### config.mk
export PLATFORM = sky130hd
export DESIGN_NAME = lec_regs
export DESIGN_NICKNAME = d
export VERILOG_FILES = /design/src/lec_pkg.sv /design/src/lec_eq_if.sv /design/src/lec_eq_store.sv /design/src/lec_regs.sv
export VERILOG_INCLUDE_DIRS = /design/src
export SDC_FILE = /design/constraint.sdc
export NUM_CORES = 1
export LEC_CHECK = 0
export ABC_AREA = 1
export BUFFER_PORTS_ARGS = -buffer_cell sky130_fd_sc_hd__buf_2
export CORE_MARGIN = 4
export CORE_UTILIZATION = 55
export DETAILED_ROUTE_END_ITERATION = 8
export GPL_ROUTABILITY_DRIVEN = 0
export HOLD_SLACK_MARGIN = 0.15
export PLACE_DENSITY = 0.85
export SLEW_MARGIN = 20
export SYNTH_ARGS = -nofsm -noshare
export SYNTH_HDL_FRONTEND = slang
export SYNTH_SLANG_ARGS = --single-unit
### constraint.sdc
create_clock -name clk -period 9.9 [get_ports clk]
set_input_delay 2.475 -clock clk [delete_from_list [all_inputs] [get_ports clk]]
set_output_delay 2.475 -clock clk [all_outputs]
set_load 0.05 [all_outputs]
### src/lec_map.svh
// Register offsets, field positions, reset values and response codes of the link/control/equalizer bank
`ifndef LEC_MAP_SVH
`define LEC_MAP_SVH
`define LEC_IDX_LINK_ERR      8'h41
`define LEC_IDX_BCH_MODE      8'h43
`define LEC_IDX_EQ_BYPASS     8'h44
`define LEC_IDX_EQ_FLOOR      8'h45
`define LEC_IDX_IRQ_STATUS    8'h48
`define LEC_IDX_IRQ_MASK      8'h49
`define LEC_IDX_PORT_CTRL     8'h4A
`define LEC_IDX_LINK_STATUS   8'h4B
`define LEC_RST_LINK_ERR      8'h03
`define LEC_RST_BCH_MODE      8'h00
`define LEC_RST_EQ_BYPASS     8'h60
`define LEC_RST_EQ_FLOOR      8'h80
`define LEC_RST_ZERO8         8'h00
`define LEC_ERR_EN_BIT        4
`define LEC_ERR_THR_HI        3
`define LEC_ERR_THR_LO        0
`define LEC_MISO_MODE_BIT     4
`define LEC_CPOL_BIT          3
`define LEC_MODE_HI           2
`define LEC_MODE_LO           0
`define LEC_EQ_UP_HI          7
`define LEC_EQ_UP_LO          5
`define LEC_EQ_LO_HI          3
`define LEC_EQ_LO_LO          1
`define LEC_EQ_BYP_BIT        0
`define LEC_FLOOR_HI          3
`define LEC_FLOOR_LO          0
`define LEC_PORT_SEL_BIT      0
`define LEC_FLOOR_EN_BIT      1
`define LEC_IRQ_LOCK_LOST     0
`define LEC_IRQ_LINK_ERR      1
`define LEC_IRQ_BAD_MODE      2
`define LEC_IRQ_W             3
`define LEC_RESP_OKAY         2'h0
`define LEC_RESP_SLVERR       2'h2
`define LEC_PORTS             2
`define LEC_ADDR_IDX_HI       9
`define LEC_ADDR_IDX_LO       2
`endif

### src/lec_pkg.sv
// Types shared by the link/control/equalizer register bank
package lec_pkg;
  typedef enum logic [2:0] {
    LEC_MODE_NORMAL_GPIO = 3'h0,
    LEC_MODE_HS_GPIO1    = 3'h1,
    LEC_MODE_HS_GPIO2    = 3'h2,
    LEC_MODE_HS_GPIO4    = 3'h3,
    LEC_MODE_RSVD4       = 3'h4,
    LEC_MODE_RSVD5       = 3'h5,
    LEC_MODE_FWD_SPI     = 3'h6,
    LEC_MODE_REV_SPI     = 3'h7
  } lec_bch_mode_t;
  typedef enum logic {LEC_LOCKED, LEC_UNLOCKED} lec_lock_st_t;
  typedef logic [7:0] lec_byte_t;
  typedef logic [5:0] lec_eq_set_t;
endpackage

### src/lec_eq_if.sv
// Carries one equalizer bank's write port and read/apply data between the top and the bank store
interface lec_eq_if;
  logic      wr_en;
  logic      wr_port;
  logic      wr_floor;
  logic [7:0] wr_data;
  logic      rd_port;
  logic [7:0] byp_q;
  logic [7:0] flr_q;
  logic [7:0] byp0_q;
  logic [7:0] flr0_q;
  logic [7:0] byp1_q;
  logic [7:0] flr1_q;
  modport host (output wr_en, wr_port, wr_floor, wr_data, rd_port,
                input byp_q, flr_q, byp0_q, flr0_q, byp1_q, flr1_q);
  modport store (input wr_en, wr_port, wr_floor, wr_data, rd_port,
                 output byp_q, flr_q, byp0_q, flr0_q, byp1_q, flr1_q);
endinterface

### src/lec_eq_store.sv
// Per-port equalizer bypass and floor register store
`include "lec_map.svh"
module lec_eq_store (
  input  wire logic clk,
  input  wire logic rst,
  lec_eq_if.store   eq
);
  import lec_pkg::*;
  logic [7:0] byp_q [`LEC_PORTS];
  logic [7:0] flr_q [`LEC_PORTS];
  logic [7:0] rbyp_q;
  logic [7:0] rflr_q;

  // Writes land in the bank picked by the second-port select
  always_ff @(posedge clk or posedge rst) begin
    if (rst) begin
      for (int i = 0; i < `LEC_PORTS; i++) begin
        byp_q[i] <= `LEC_RST_EQ_BYPASS;
        flr_q[i] <= `LEC_RST_EQ_FLOOR;
      end
    end else if (eq.wr_en) begin
      if (eq.wr_floor) flr_q[eq.wr_port] <= eq.wr_data;
      else byp_q[eq.wr_port] <= eq.wr_data;
    end
  end

  // Read data comes out of a register, one cycle after the port select is seen
  always_ff @(posedge clk or posedge rst) begin
    if (rst) begin
      rbyp_q <= `LEC_RST_EQ_BYPASS;
      rflr_q <= `LEC_RST_EQ_FLOOR;
    end else begin
      rbyp_q <= byp_q[eq.rd_port];
      rflr_q <= flr_q[eq.rd_port];
    end
  end

  assign eq.byp_q  = rbyp_q;
  assign eq.flr_q  = rflr_q;
  assign eq.byp0_q = byp_q[0];
  assign eq.flr0_q = flr_q[0];
  assign eq.byp1_q = byp_q[1];
  assign eq.flr1_q = flr_q[1];
endmodule

### src/lec_regs.sv
// Link error threshold, back-channel mode and equalizer control registers behind an AXI4-Lite slave
// Summary of operation
// Count link errors only while enable set
// Drop lock when count reaches threshold
// Pixel-clock counter watches clocks and alignment
// Counting disabled: first error drops lock
// Reverse SPI: MISO always driven or SS-gated
// Polarity bit swaps SPI drive/sample edges
// Three-bit field selects back-channel mode
// Bypass bit disables adaptive equalization
// Bypass applies fixed six-bit equalizer setting
// Port select steers equalizer writes
// Floor enable starts adaptation at floor
// Floor start instead of zero start
// Reserved bits keep written values, no effect; the IRQ mask keeps only bits 2:0
//
// Chosen here: register access over AXI4-Lite.
`include "lec_map.svh"
module lec_regs (
  input  wire logic                 clk,
  input  wire logic                 rst,
  input  wire logic [9:0]           s_axi_awaddr,
  input  wire logic                 s_axi_awvalid,
  output logic                      s_axi_awready,
  input  wire logic [31:0]          s_axi_wdata,
  input  wire logic [3:0]           s_axi_wstrb,
  input  wire logic                 s_axi_wvalid,
  output logic                      s_axi_wready,
  output logic [1:0]                s_axi_bresp,
  output logic                      s_axi_bvalid,
  input  wire logic                 s_axi_bready,
  input  wire logic [9:0]           s_axi_araddr,
  input  wire logic                 s_axi_arvalid,
  output logic                      s_axi_arready,
  output logic [31:0]               s_axi_rdata,
  output logic [1:0]                s_axi_rresp,
  output logic                      s_axi_rvalid,
  input  wire logic                 s_axi_rready,
  input  wire logic                 pix_en,
  input  wire logic                 clk0_err,
  input  wire logic                 clk1_err,
  input  wire logic                 link_alignment_err,
  input  wire logic                 lock_restart,
  input  wire logic                 floor_pin,
  input  wire logic                 spi_ss_n,
  input  wire logic                 spi_miso_data,
  output logic                      link_locked,
  output logic                      spi_miso_o,
  output logic                      spi_miso_oe,
  output logic                      spi_drive_on_rise,
  output lec_pkg::lec_bch_mode_t    fast_ctrl_channel_mode,
  output logic [3:0]                hs_gpio_count,
  output logic                      spi_fwd_mode,
  output logic                      spi_rev_mode,
  output logic                      port0_adapt_en,
  output lec_pkg::lec_eq_set_t      port0_eq_fixed,
  output logic [3:0]                port0_eq_start,
  output logic                      port1_adapt_en,
  output lec_pkg::lec_eq_set_t      port1_eq_fixed,
  output logic [3:0]                port1_eq_start,
  output logic                      irq
);
  import lec_pkg::*;

  lec_eq_if eq ();
  lec_eq_store u_store (
    .clk (clk),
    .rst (rst),
    .eq  (eq)
  );

  // One register per word: the index is the byte address over four, so the bus needs ten address bits
  function automatic logic [7:0] idx_of(input logic [9:0] addr);
    return addr[`LEC_ADDR_IDX_HI:`LEC_ADDR_IDX_LO];
  endfunction

  function automatic lec_eq_set_t eq_fixed(input logic [7:0] r);
    return {r[`LEC_EQ_UP_HI:`LEC_EQ_UP_LO], r[`LEC_EQ_LO_HI:`LEC_EQ_LO_LO]};
  endfunction

  lec_byte_t    err_q, mode_q, port_q;
  logic [2:0]   st_q, mask_q;
  logic [3:0]   cnt_q;
  lec_lock_st_t lock_q;
  logic         aw_q, w_q;
  logic [7:0]   awidx_q;
  logic [31:0]  wdat_q;
  logic [3:0]   wstb_q;
  logic         rd_pend_q;
  logic [7:0]   rdidx_q;
  logic         any_err, cnt_en, lock_drop, bad_mode;
  logic         wr_fire;
  logic [2:0]   ev;

  // Write channel: address and data taken in either order, response after both
  assign wr_fire = aw_q && w_q && !s_axi_bvalid;

  always_ff @(posedge clk or posedge rst) begin
    if (rst) begin
      aw_q          <= 1'b0;
      w_q           <= 1'b0;
      awidx_q       <= `LEC_RST_ZERO8;
      wdat_q        <= '0;
      wstb_q        <= '0;
      s_axi_awready <= 1'b0;
      s_axi_wready  <= 1'b0;
      s_axi_bvalid  <= 1'b0;
      s_axi_bresp   <= `LEC_RESP_OKAY;
    end else begin
      s_axi_awready <= !aw_q && !s_axi_awready && s_axi_awvalid && !s_axi_bvalid;
      s_axi_wready  <= !w_q && !s_axi_wready && s_axi_wvalid && !s_axi_bvalid;
      if (s_axi_awvalid && s_axi_awready) begin
        aw_q    <= 1'b1;
        awidx_q <= idx_of(s_axi_awaddr);
      end
      if (s_axi_wvalid && s_axi_wready) begin
        w_q    <= 1'b1;
        wdat_q <= s_axi_wdata;
        wstb_q <= s_axi_wstrb;
      end
      if (wr_fire) begin
        aw_q         <= 1'b0;
        w_q          <= 1'b0;
        s_axi_bvalid <= 1'b1;
        unique case (awidx_q)
          `LEC_IDX_LINK_ERR, `LEC_IDX_BCH_MODE, `LEC_IDX_EQ_BYPASS, `LEC_IDX_EQ_FLOOR,
          `LEC_IDX_IRQ_STATUS, `LEC_IDX_IRQ_MASK, `LEC_IDX_PORT_CTRL,
          `LEC_IDX_LINK_STATUS: s_axi_bresp <= `LEC_RESP_OKAY;
          default: s_axi_bresp <= `LEC_RESP_SLVERR;
        endcase
      end else if (s_axi_bvalid && s_axi_bready) begin
        s_axi_bvalid <= 1'b0;
      end
    end
  end

  // Plain control registers; reserved bits are stored as written and drive nothing, except in the IRQ mask, which keeps only bits 2:0
  always_ff @(posedge clk or posedge rst) begin
    if (rst) begin
      err_q  <= `LEC_RST_LINK_ERR;
      mode_q <= `LEC_RST_BCH_MODE;
      port_q <= `LEC_RST_ZERO8;
      mask_q <= '0;
    end else if (wr_fire && wstb_q[0]) begin
      if (awidx_q == `LEC_IDX_LINK_ERR) err_q <= wdat_q[7:0];
      if (awidx_q == `LEC_IDX_BCH_MODE) mode_q <= wdat_q[7:0];
      if (awidx_q == `LEC_IDX_PORT_CTRL) port_q <= wdat_q[7:0];
      if (awidx_q == `LEC_IDX_IRQ_MASK) mask_q <= wdat_q[`LEC_IRQ_W-1:0];
    end
  end

  // Equalizer writes go to the bank the port select names
  always_comb begin
    eq.wr_en    = wr_fire && wstb_q[0] &&
                  (awidx_q == `LEC_IDX_EQ_BYPASS || awidx_q == `LEC_IDX_EQ_FLOOR);
    eq.wr_floor = (awidx_q == `LEC_IDX_EQ_FLOOR);
    eq.wr_port  = port_q[`LEC_PORT_SEL_BIT];
    eq.wr_data  = wdat_q[7:0];
    eq.rd_port  = port_q[`LEC_PORT_SEL_BIT];
  end

  // Error watch over both recovered clocks and the alignment signal, advanced per pixel clock
  assign any_err = pix_en && (clk0_err || clk1_err || link_alignment_err);
  assign cnt_en  = err_q[`LEC_ERR_EN_BIT];
  // Enabled: drop when count reaches threshold; disabled: first error drops
  assign lock_drop = any_err && (!cnt_en ||
                     ({1'b0, cnt_q} + 5'h01 >= {1'b0, err_q[`LEC_ERR_THR_HI:`LEC_ERR_THR_LO]}));

  always_ff @(posedge clk or posedge rst) begin
    if (rst) begin
      cnt_q  <= '0;
      lock_q <= LEC_LOCKED;
    end else begin
      unique case (lock_q)
        LEC_LOCKED: begin
          if (lock_drop) begin
            lock_q <= LEC_UNLOCKED;
            cnt_q  <= '0;
          end else if (any_err && cnt_en) begin
            cnt_q <= cnt_q + 4'h1;
          end
        end
        LEC_UNLOCKED: begin
          // A zero threshold is met by any count after a clean restart, so it behaves as one error
          if (lock_restart) lock_q <= LEC_LOCKED;
        end
      endcase
    end
  end

  assign bad_mode = (mode_q[`LEC_MODE_HI:`LEC_MODE_LO] == LEC_MODE_RSVD4) ||
                    (mode_q[`LEC_MODE_HI:`LEC_MODE_LO] == LEC_MODE_RSVD5);
  always_comb begin
    ev = '0;
    ev[`LEC_IRQ_LOCK_LOST] = (lock_q == LEC_LOCKED) && lock_drop;
    ev[`LEC_IRQ_LINK_ERR]  = any_err;
    ev[`LEC_IRQ_BAD_MODE]  = bad_mode;
  end

  // Sticky status, write one to clear; a new event in the clearing cycle wins
  always_ff @(posedge clk or posedge rst) begin
    if (rst) begin
      st_q <= '0;
    end else if (wr_fire && wstb_q[0] && awidx_q == `LEC_IDX_IRQ_STATUS) begin
      st_q <= (st_q & ~wdat_q[`LEC_IRQ_W-1:0]) | ev;
    end else begin
      st_q <= st_q | ev;
    end
  end

  always_ff @(posedge clk or posedge rst) begin
    if (rst) irq <= 1'b0;
    else irq <= |(st_q & mask_q);
  end

  // Read channel: one cycle to capture, one to present through the store's registered data
  always_ff @(posedge clk or posedge rst) begin
    if (rst) begin
      s_axi_arready <= 1'b0;
      s_axi_rvalid  <= 1'b0;
      s_axi_rdata   <= '0;
      s_axi_rresp   <= `LEC_RESP_OKAY;
      rd_pend_q     <= 1'b0;
      rdidx_q       <= `LEC_RST_ZERO8;
    end else begin
      s_axi_arready <= !s_axi_arready && !rd_pend_q && !s_axi_rvalid && s_axi_arvalid;
      if (s_axi_arvalid && s_axi_arready) begin
        rd_pend_q <= 1'b1;
        rdidx_q   <= idx_of(s_axi_araddr);
      end
      if (rd_pend_q) begin
        rd_pend_q    <= 1'b0;
        s_axi_rvalid <= 1'b1;
        s_axi_rresp  <= `LEC_RESP_OKAY;
        s_axi_rdata  <= '0;
        unique case (rdidx_q)
          `LEC_IDX_LINK_ERR:    s_axi_rdata[7:0] <= err_q;
          `LEC_IDX_BCH_MODE:    s_axi_rdata[7:0] <= mode_q;
          `LEC_IDX_EQ_BYPASS:   s_axi_rdata[7:0] <= eq.byp_q;
          `LEC_IDX_EQ_FLOOR:    s_axi_rdata[7:0] <= eq.flr_q;
          `LEC_IDX_IRQ_STATUS:  s_axi_rdata[`LEC_IRQ_W-1:0] <= st_q;
          `LEC_IDX_IRQ_MASK:    s_axi_rdata[`LEC_IRQ_W-1:0] <= mask_q;
          `LEC_IDX_PORT_CTRL:   s_axi_rdata[7:0] <= port_q;
          `LEC_IDX_LINK_STATUS: s_axi_rdata[7:0] <= {3'h0, lock_q == LEC_LOCKED, cnt_q};
          default:              s_axi_rresp <= `LEC_RESP_SLVERR;
        endcase
      end else if (s_axi_rvalid && s_axi_rready) begin
        s_axi_rvalid <= 1'b0;
      end
    end
  end

  // Back-channel mode decode
  always_ff @(posedge clk or posedge rst) begin
    if (rst) begin
      fast_ctrl_channel_mode <= LEC_MODE_NORMAL_GPIO;
      hs_gpio_count          <= '0;
      spi_fwd_mode           <= 1'b0;
      spi_rev_mode           <= 1'b0;
    end else begin
      fast_ctrl_channel_mode <= lec_bch_mode_t'(mode_q[`LEC_MODE_HI:`LEC_MODE_LO]);
      spi_fwd_mode           <= mode_q[`LEC_MODE_HI:`LEC_MODE_LO] == LEC_MODE_FWD_SPI;
      spi_rev_mode           <= mode_q[`LEC_MODE_HI:`LEC_MODE_LO] == LEC_MODE_REV_SPI;
      unique case (lec_bch_mode_t'(mode_q[`LEC_MODE_HI:`LEC_MODE_LO]))
        LEC_MODE_HS_GPIO1: hs_gpio_count <= 4'h1;
        LEC_MODE_HS_GPIO2: hs_gpio_count <= 4'h2;
        LEC_MODE_HS_GPIO4: hs_gpio_count <= 4'h4;
        default:           hs_gpio_count <= 4'h0;
      endcase
    end
  end

  // SPI pin control: MISO enable in reverse SPI, edge choice
  always_ff @(posedge clk or posedge rst) begin
    if (rst) begin
      spi_miso_o        <= 1'b0;
      spi_miso_oe       <= 1'b0;
      spi_drive_on_rise <= 1'b0;
    end else begin
      spi_miso_o        <= spi_miso_data;
      spi_miso_oe       <= (mode_q[`LEC_MODE_HI:`LEC_MODE_LO] == LEC_MODE_REV_SPI) &&
                           (!mode_q[`LEC_MISO_MODE_BIT] || !spi_ss_n);
      spi_drive_on_rise <= mode_q[`LEC_CPOL_BIT];
    end
  end

  // Equalizer controls per port: bypass, fixed setting, floor start
  always_ff @(posedge clk or posedge rst) begin
    if (rst) begin
      link_locked    <= 1'b0;
      port0_adapt_en <= 1'b0;
      port0_eq_fixed <= '0;
      port0_eq_start <= '0;
      port1_adapt_en <= 1'b0;
      port1_eq_fixed <= '0;
      port1_eq_start <= '0;
    end else begin
      link_locked    <= (lock_q == LEC_LOCKED);
      port0_adapt_en <= !eq.byp0_q[`LEC_EQ_BYP_BIT];
      port0_eq_fixed <= eq_fixed(eq.byp0_q);
      port0_eq_start <= (floor_pin || port_q[`LEC_FLOOR_EN_BIT]) ?
                        eq.flr0_q[`LEC_FLOOR_HI:`LEC_FLOOR_LO] : 4'h0;
      port1_adapt_en <= !eq.byp1_q[`LEC_EQ_BYP_BIT];
      port1_eq_fixed <= eq_fixed(eq.byp1_q);
      port1_eq_start <= (floor_pin || port_q[`LEC_FLOOR_EN_BIT]) ?
                        eq.flr1_q[`LEC_FLOOR_HI:`LEC_FLOOR_LO] : 4'h0;
    end
  end
endmodule

==> key figures, run 1 <==
Place
  • Setup WS pre-CTS: 5730 ps
  • Post-DP HPWL: 9740 um
  • PortBufs: 89
  • Placed cells: 966

Synth
  • Synth area leaders: dfrtp_1 (55%), nand2_1 (11%), o21ai_0 (4.5%)
  • Share of flip-flops with an asynchronous set or reset: 100.0%
  • Synth top area share: 54.99%
  • Syn. warnings: 0
  • #FFs+latches synth: 161
  • Ys flop type: dfrtp_1
  • Post-synthesis cell count: 727
  • Post-synth top area cell: dfrtp_1
  • Syn avg cell area: 9.390 um^2
  • Sequential area share after synthesis: around three fifths
  • Synth cell types: 35
  • Synthesized area: about 6800 um^2
  • Post-synth EDFFs: 0

Final layout
  • Nets: 893
  • Area Growth Syn to Fin: 15.78%
  • Ant diodes: 0
  • Layout cells sized above 1: between 20% and 30%
  • Non-Filler Instances: 998
  • Final core occ: 65.53%

Timing
  • Fmax: 0.2799 GHz
  • Worst setup margin: between 6000 and 7000 ps
  • RSZ-0062 raised after global routing: false
  • WHS: 402.1 ps
  • Clock skew: 7.703 ps
  • Crit path time final: between 3000 and 4000 ps
  • Worst-Margin Slew: 718.3 ps
  • Max Slew Vio Count: 0
  • Slew headroom: 52.12%
  • Final TNS setup: 0 ps
  • Tcrit/Tclk final: 36.09%
  • # setup viols final: 0
  • Final Hold Viols: 0

Global routing
  • Number of global-route vias before repair: 4,882
  • Initial antenna violation count: 0
  • Gr usage total: about a fifth
  • Largest net degree at the start of global routing: 84
  • First-pass GRT wire length: around 24,000 um
  • Total gr overflow: 0

Clock network
  • Clock slew at reported path FFs: 60 ps
  • Inserted Clock Buffers: 17
  • Post-CTS setup buffer count: 0
  • H-tree levels: 4
  • CTS root buf: clkbuf_16
  • CTS tree: built
  • Clock Latency Late Sink: ~420 ps
  • Max Buffers Root-to-Sink: 2
  • Clock Sinks: 161
  • Post_cts resized: 0
  • Hold-fix buffers at CTS: 0

Power and ir drop
  • Combinational share of power: 20.8%
  • Power Density: 232.7 nW/um^2
  • NetSw: approximately 610 uW
  • Switch share: 32.98%
  • Internal power: between 1 and 1.5 mW
  • Worst VDD drop: 0.1804 mV
  • Clk network pwr share: between 30 and 40%
  • Leakage: 4.025 nW
  • Reg power frac: 43.5%

Floorplanning
  • Io pins: 148
  • CORE AREA: 12,060 um^2
  • Die area: about 14,000 um^2
  • Die Wd: 119.4 um
  • Starting density of the core: 56.60%
  • Die Span Y: 119.4 um
  • Core Rows: 40

Critical path
  • CP bufs+invs: 1
  • R2R Setup Slk: 8080 ps
  • Worst path max stage delay: about 400 ps
  • Critical path's top delay family: flip-flops
  • Cell chain of the critical path: buf_2
  • Startpoint types: flip-flop
  • Critical path peak fanout: 4
  • Slowest cell on crit path: dfrtp_1
  • Worst endpoint required time: 7430 ps
  • Crit Path Class: flip-flop to output pin
  • WP data arrival: ~1100 ps
  • Worst setup EP type: output pin

Status
  • Status: finished, final reports clean

Detailed routing
  • Detailed-route wire length per cell: about 14 um
  • 1st-iter DRT viols: 411
  • DR WL met3: 1074 um
  • Drt pass-1 iters: 7
  • Antenna viol nets, final: 0
  • WL final: 14,420 um
  • Top Layer Used: met4
  • Met1 Wirelength: 6174 um
  • DR WL met2: approximately 6800 um
  • DR DRC count: 0
  • Vias: 5,115
  • Vias per cell: 5.125

Run
  • Maximum Capacitance Violations: 0

Hold path
  • HP Class: flip-flop to flip-flop
## flip-flops by register name, summed over array words and instances, names as in the netlist, 6 cells and up
signal	count
awidx_q	8
err_q	8
mode_q	8
port_q	8
rdidx_q	8
s_axi_rdata	8
u_store.eq.byp0_q	8
u_store.eq.byp1_q	8
u_store.eq.byp_q	8
u_store.eq.flr0_q	8
u_store.eq.flr1_q	8
u_store.eq.flr_q	8
wdat_q	8
port0_eq_fixed	6
port1_eq_fixed	6
## synthesized netlist by cell type, types with 2 or more instances
library cell and count:
nand4_1 6, nand2_1 194, dfrtp_1 150, buf_2 8, o21ai_1 16, inv_1 56, o21ai_2 18, nand3_2 5
nor2_8 2, buf_6 2, nor3_1 9, nor2_1 50, dfstp_2 11, ha_1 5, nor2_4 2, inv_2 5
o21ai_0 61, clkinv_1 2, buf_4 28, nand2_2 5, nand3_4 3, a21oi_1 10, nand3_1 57, nor2_2 2
nor4_1 2, clkbuf_1 9
## worst paths after layout
path,startpoint,to,cells after the start
min in group asynchronous,rst,spi_drive_on_rise$_DFF_PP0_,2
worst max-delay path,s_axi_bvalid$_DFFE_PP0P_,s_axi_bvalid,1
worst min-delay path,u_store.eq.byp1_q[7]$_DFFE_PP0P_,port1_eq_fixed[5]$_DFF_PP0_,0
worst min register to register,u_store.eq.byp1_q[7]$_DFFE_PP0P_,port1_eq_fixed[5]$_DFF_PP0_,0
max in group asynchronous,rst,port_q[7]$_DFFE_PP0P_,3
worst max register to register,cnt_q[0]$_DFFE_PP0P_,lock_q$_DFF_PP0_,10
## layout make-up
cell class / instances / area [um^2]
clock buffers: 22 / 464.2
clock inverters: 10 / 135.1
fillers: 959 / 4158
inverters: 64 / 246.5
multi-input cells: 481 / 2333
flip-flops and latches: 161 / 4043
well taps: 168 / 210.2
repair buffers: 92 / 471.7
## metal layers
metal / track usage, % / vias up
met5: 0 / -
met4: 7.087 / 0
met3: 5.366 / 32
met2: 32.82 / 211
met1: 29.20 / 2413
li1: - / 2459
## power by group through the flow
stage / Clock, mW / Sequential, mW / Combinational, mW
finish: 0.657 / 0.800 / 0.382
global route: 0.695 / 0.809 / 0.421
CTS: 0.665 / 0.800 / 0.385
detailed placement: 0 / 0.811 / 0.382
global placement: 0 / 0.807 / 0.371
floorplan: 0 / 0.863 / 0.228
## placed cells by master (no fill, tap or decap), types with 6 or more instances in the layout
cell type,Yosys,final
nand2_1,194,194
dfrtp_1,150,150
buf_2,8,89
o21ai_0,61,61
nand3_1,57,57
inv_1,56,55
nor2_1,50,50
conb_1,1,27
o21ai_2,18,18
clkbuf_16,0,17
o21ai_1,16,16
dfstp_2,11,11
a21oi_1,10,10
nor3_1,9,9
nand4_1,6,6
## per-stage QoR
stage	cell area, um^2	power [mW]
4_1_cts	7900	1.851
5_1_grt	7904	1.926
3_5_place_dp	7301	1.192
2_1_floorplan	6924	1.091
3_3_place_gp	7301	1.178
6_report	7904	1.839
## worst reg2reg max path, delay by kind of cell (launching register included)
family          cells  cell delay [ps]
compound gates      2              170
flops               1              460
fa+ha+maj           2              620
simple gates        6              450
## cells by family (layout without fill, tap and decap cells)
logic type / count (synthesis) / after routing / synth area share [%]
AND/OR/NAND/NOR: 340 / 340 / 22.56
flip-flops: 161 / 161 / 59.22
buffers and inverters: 111 / 188 / 8.028
AO/OA/AOI/OAI: 106 / 106 / 8.798
adder cells (fa/ha/maj): 5 / 5 / 0.9164
XOR/XNOR: 2 / 2 / 0.2566
other: 1 / 27 / 0.05493
multiplexers: 1 / 1 / 0.1649
(Power assumes the default switching activity.)
==> run 2: changes to the inputs <==
--- a/config.mk
+++ b/config.mk
@@ -9,11 +9,11 @@
 export ABC_AREA = 1
 export BUFFER_PORTS_ARGS = -buffer_cell sky130_fd_sc_hd__buf_2
 export CORE_MARGIN = 4
-export CORE_UTILIZATION = 55
+export CORE_UTILIZATION = 54
 export DETAILED_ROUTE_END_ITERATION = 8
 export GPL_ROUTABILITY_DRIVEN = 0
 export HOLD_SLACK_MARGIN = 0.15
-export PLACE_DENSITY = 0.85
+export PLACE_DENSITY = 0.83
 export SLEW_MARGIN = 20
 export SYNTH_ARGS = -nofsm -noshare
 export SYNTH_HDL_FRONTEND = slang
==> constraint.sdc (replaced) <==
create_clock -name clk -period 3.7 [get_ports clk]
set_input_delay 0.925 -clock clk [delete_from_list [all_inputs] [get_ports clk]]
set_output_delay 0.925 -clock clk [all_outputs]
set_load 0.05 [all_outputs]
==> key figures, run 2 (synthesis results as in run 1) <==
Critical path
  • CP bufs+invs: 1
  • Path depth of the worst reg2reg path: 10
  • Cell chain of the critical path: buf_2
  • R2R Setup Slk: 1830 ps
  • Critical path peak fanout: 4
  • Slowest cell on crit path: dfrtp_1
  • Startpoint types: flip-flop
  • Worst endpoint required time: 2770 ps
  • Worst path max stage delay: 390 ps
  • WP data arrival: about 1100 ps
  • Reg2reg start: cnt_q[0]$_DFFE_PP0P_
  • FF-to-FF End: lock_q$_DFF_PP0_
  • Critical path's top delay family: flip-flops
  • Crit Path Class: flip-flop to output pin
  • Worst setup EP type: output pin

Clock network
  • CTS tree: built
  • H-tree levels: 4
  • Clock slew at reported path FFs: 60 ps
  • Hold-fix buffers at CTS: 0
  • Post-CTS setup buffer count: 0
  • Clock Latency Late Sink: about 420 ps
  • Post_cts resized: 0
  • CTS root buf: clkbuf_16
  • Clock Sinks: approximately 160
  • Inserted Clock Buffers: 17
  • Max Buffers Root-to-Sink: 2

Timing
  • Clock skew: 7.879 ps
  • RSZ-0062 raised after global routing: false
  • Tcrit/Tclk final: between 50% and 60%
  • Max Slew Vio Count: 0
  • Final Hold Viols: 0
  • # setup viols final: 0
  • Worst-Margin Slew: 812.2 ps
  • Fmax: 0.4958 GHz
  • Crit path time final: 2017 ps
  • Slew headroom: 45.74%
  • Final TNS setup: 0 ps

Final layout
  • Layout cells sized above 1: ~22%
  • Nets: approximately 900
  • Non-Filler Instances: between 1,000 and 1,500
  • Most frequent cells in the layout: nand2_1 (194), dfrtp_1 (150), buf_2 (89)
  • Area Growth Syn to Fin: 17.50%
  • Fillers: 971
  • Ant diodes: 0
  • Commonest non-fill, non-tap cell in the layout: nand2_1
  • Post-route cell area: 8021 um^2

Power and ir drop
  • Switch share: 31.37%
  • Worst VDD drop: 0.5654 mV
  • Power Density: 646.6 nW/um^2
  • NetSw: 1.627 mW
  • Clk network pwr share: 38.9%
  • Leakage: a little over 4 nW
  • Internal power: 3.559 mW
  • Combinational share of power: 19.8%
  • Reg power frac: 41.3%

Global routing
  • Number of global-route vias before repair: 5,002
  • First-pass GRT wire length: 24,230 um
  • Total gr overflow: 0
  • Largest net degree at the start of global routing: 69
  • Initial antenna violation count: 0
  • Gr usage total: 21.39%

Detailed routing
  • Detailed-route wire length per cell: 14.80 um
  • Vias: 5,126
  • Antenna viol nets, final: 0
  • WL final: roughly 15,000 um
  • 1st-iter DRT viols: 438
  • Vias per cell: 5.121
  • DR DRC count: 0
  • Drt pass-1 iters: 5

Floorplanning
  • Starting density of the core: 55.90%
  • Io pins: 148
  • Die Span Y: about 120 um
  • Core Rows: 40
  • CORE AREA: 12,210 um^2
  • Die area: 14,500 um^2
  • Die Wd: roughly 120 um

Hold path
  • WHS Endpoint: port0_eq_fixed[2]$_DFF_PP0_
  • HP Class: flip-flop to flip-flop
  • Hold Startpoint: u_store.eq.byp0_q[3]$_DFFE_PP0P_
  • Hold Path Stages: 0

Place
  • Placed instance area: 7335 um^2
  • PortBufs: 89
  • Placed cells: 969
  • Post-DP HPWL: 9990 um

Status
  • Status: finished, final reports clean

Run
  • Maximum Capacitance Violations: 0
==> run 2: layout make-up <==
cell class              instances  area [um^2]  area share, %
clock buffers                  22        454.2          5.662
clock inverters                10        232.7          2.901
inverters                      64        245.2          3.057
multi-input cells             481         2333          29.09
flip-flops and latches        161         4043          50.40
well taps                     168        210.2          2.621
repair buffers                 95        503.0          6.270
==> run 2: routing by layer <==
layer  up-vias  wire length [um]  track usage, %
li1       2474                 -               -
met1      2448              6375           27.73
met2       181              7276           34.96
met3        23               871           5.519
met4         0               293           7.790
met5         -                 0               0
==> run 2: worst max-delay path by stage <==
stage | cells past startpoint | startpoint | endpoint
floorplan | 1 | rst | aw_q$_DFFE_PP0P_
global placement | 3 | rst | wdat_q[3]$_DFFE_PP0P_
detailed placement | 3 | rst | wdat_q[7]$_DFFE_PP0P_
CTS | 1 | s_axi_bvalid$_DFFE_PP0P_ | s_axi_bvalid
global route | 1 | s_axi_bvalid$_DFFE_PP0P_ | s_axi_bvalid
finish | 1 | s_axi_bvalid$_DFFE_PP0P_ | s_axi_bvalid
==> run 2: power by group through the flow <==
stage          sequential [mW]  clock (mW)  combinational (mW)
6_report                  2.14        2.02                1.03
5_1_grt                   2.17        2.13                1.13
4_1_cts                   2.14        2.04                1.04
3_5_place_dp              2.17           0                1.02
3_3_place_gp              2.16           0               0.998
2_1_floorplan             2.31           0               0.610
==> run 2: stage by stage <==
stage | utilization, % | hold slack [ps] | total power [mW] | setup slack [ps]
2_1_floorplan | - | 374.1 | 2.919 | 741.2
3_3_place_gp | 60.06 | 389.5 | 3.157 | 1684
3_5_place_dp | 60.06 | 393.2 | 3.190 | 1682
4_1_cts | 65.69 | 408.0 | 5.222 | 1659
5_1_grt | 65.69 | 415.8 | 5.427 | 1634
6_report | 65.69 | 410.5 | 5.186 | 1683
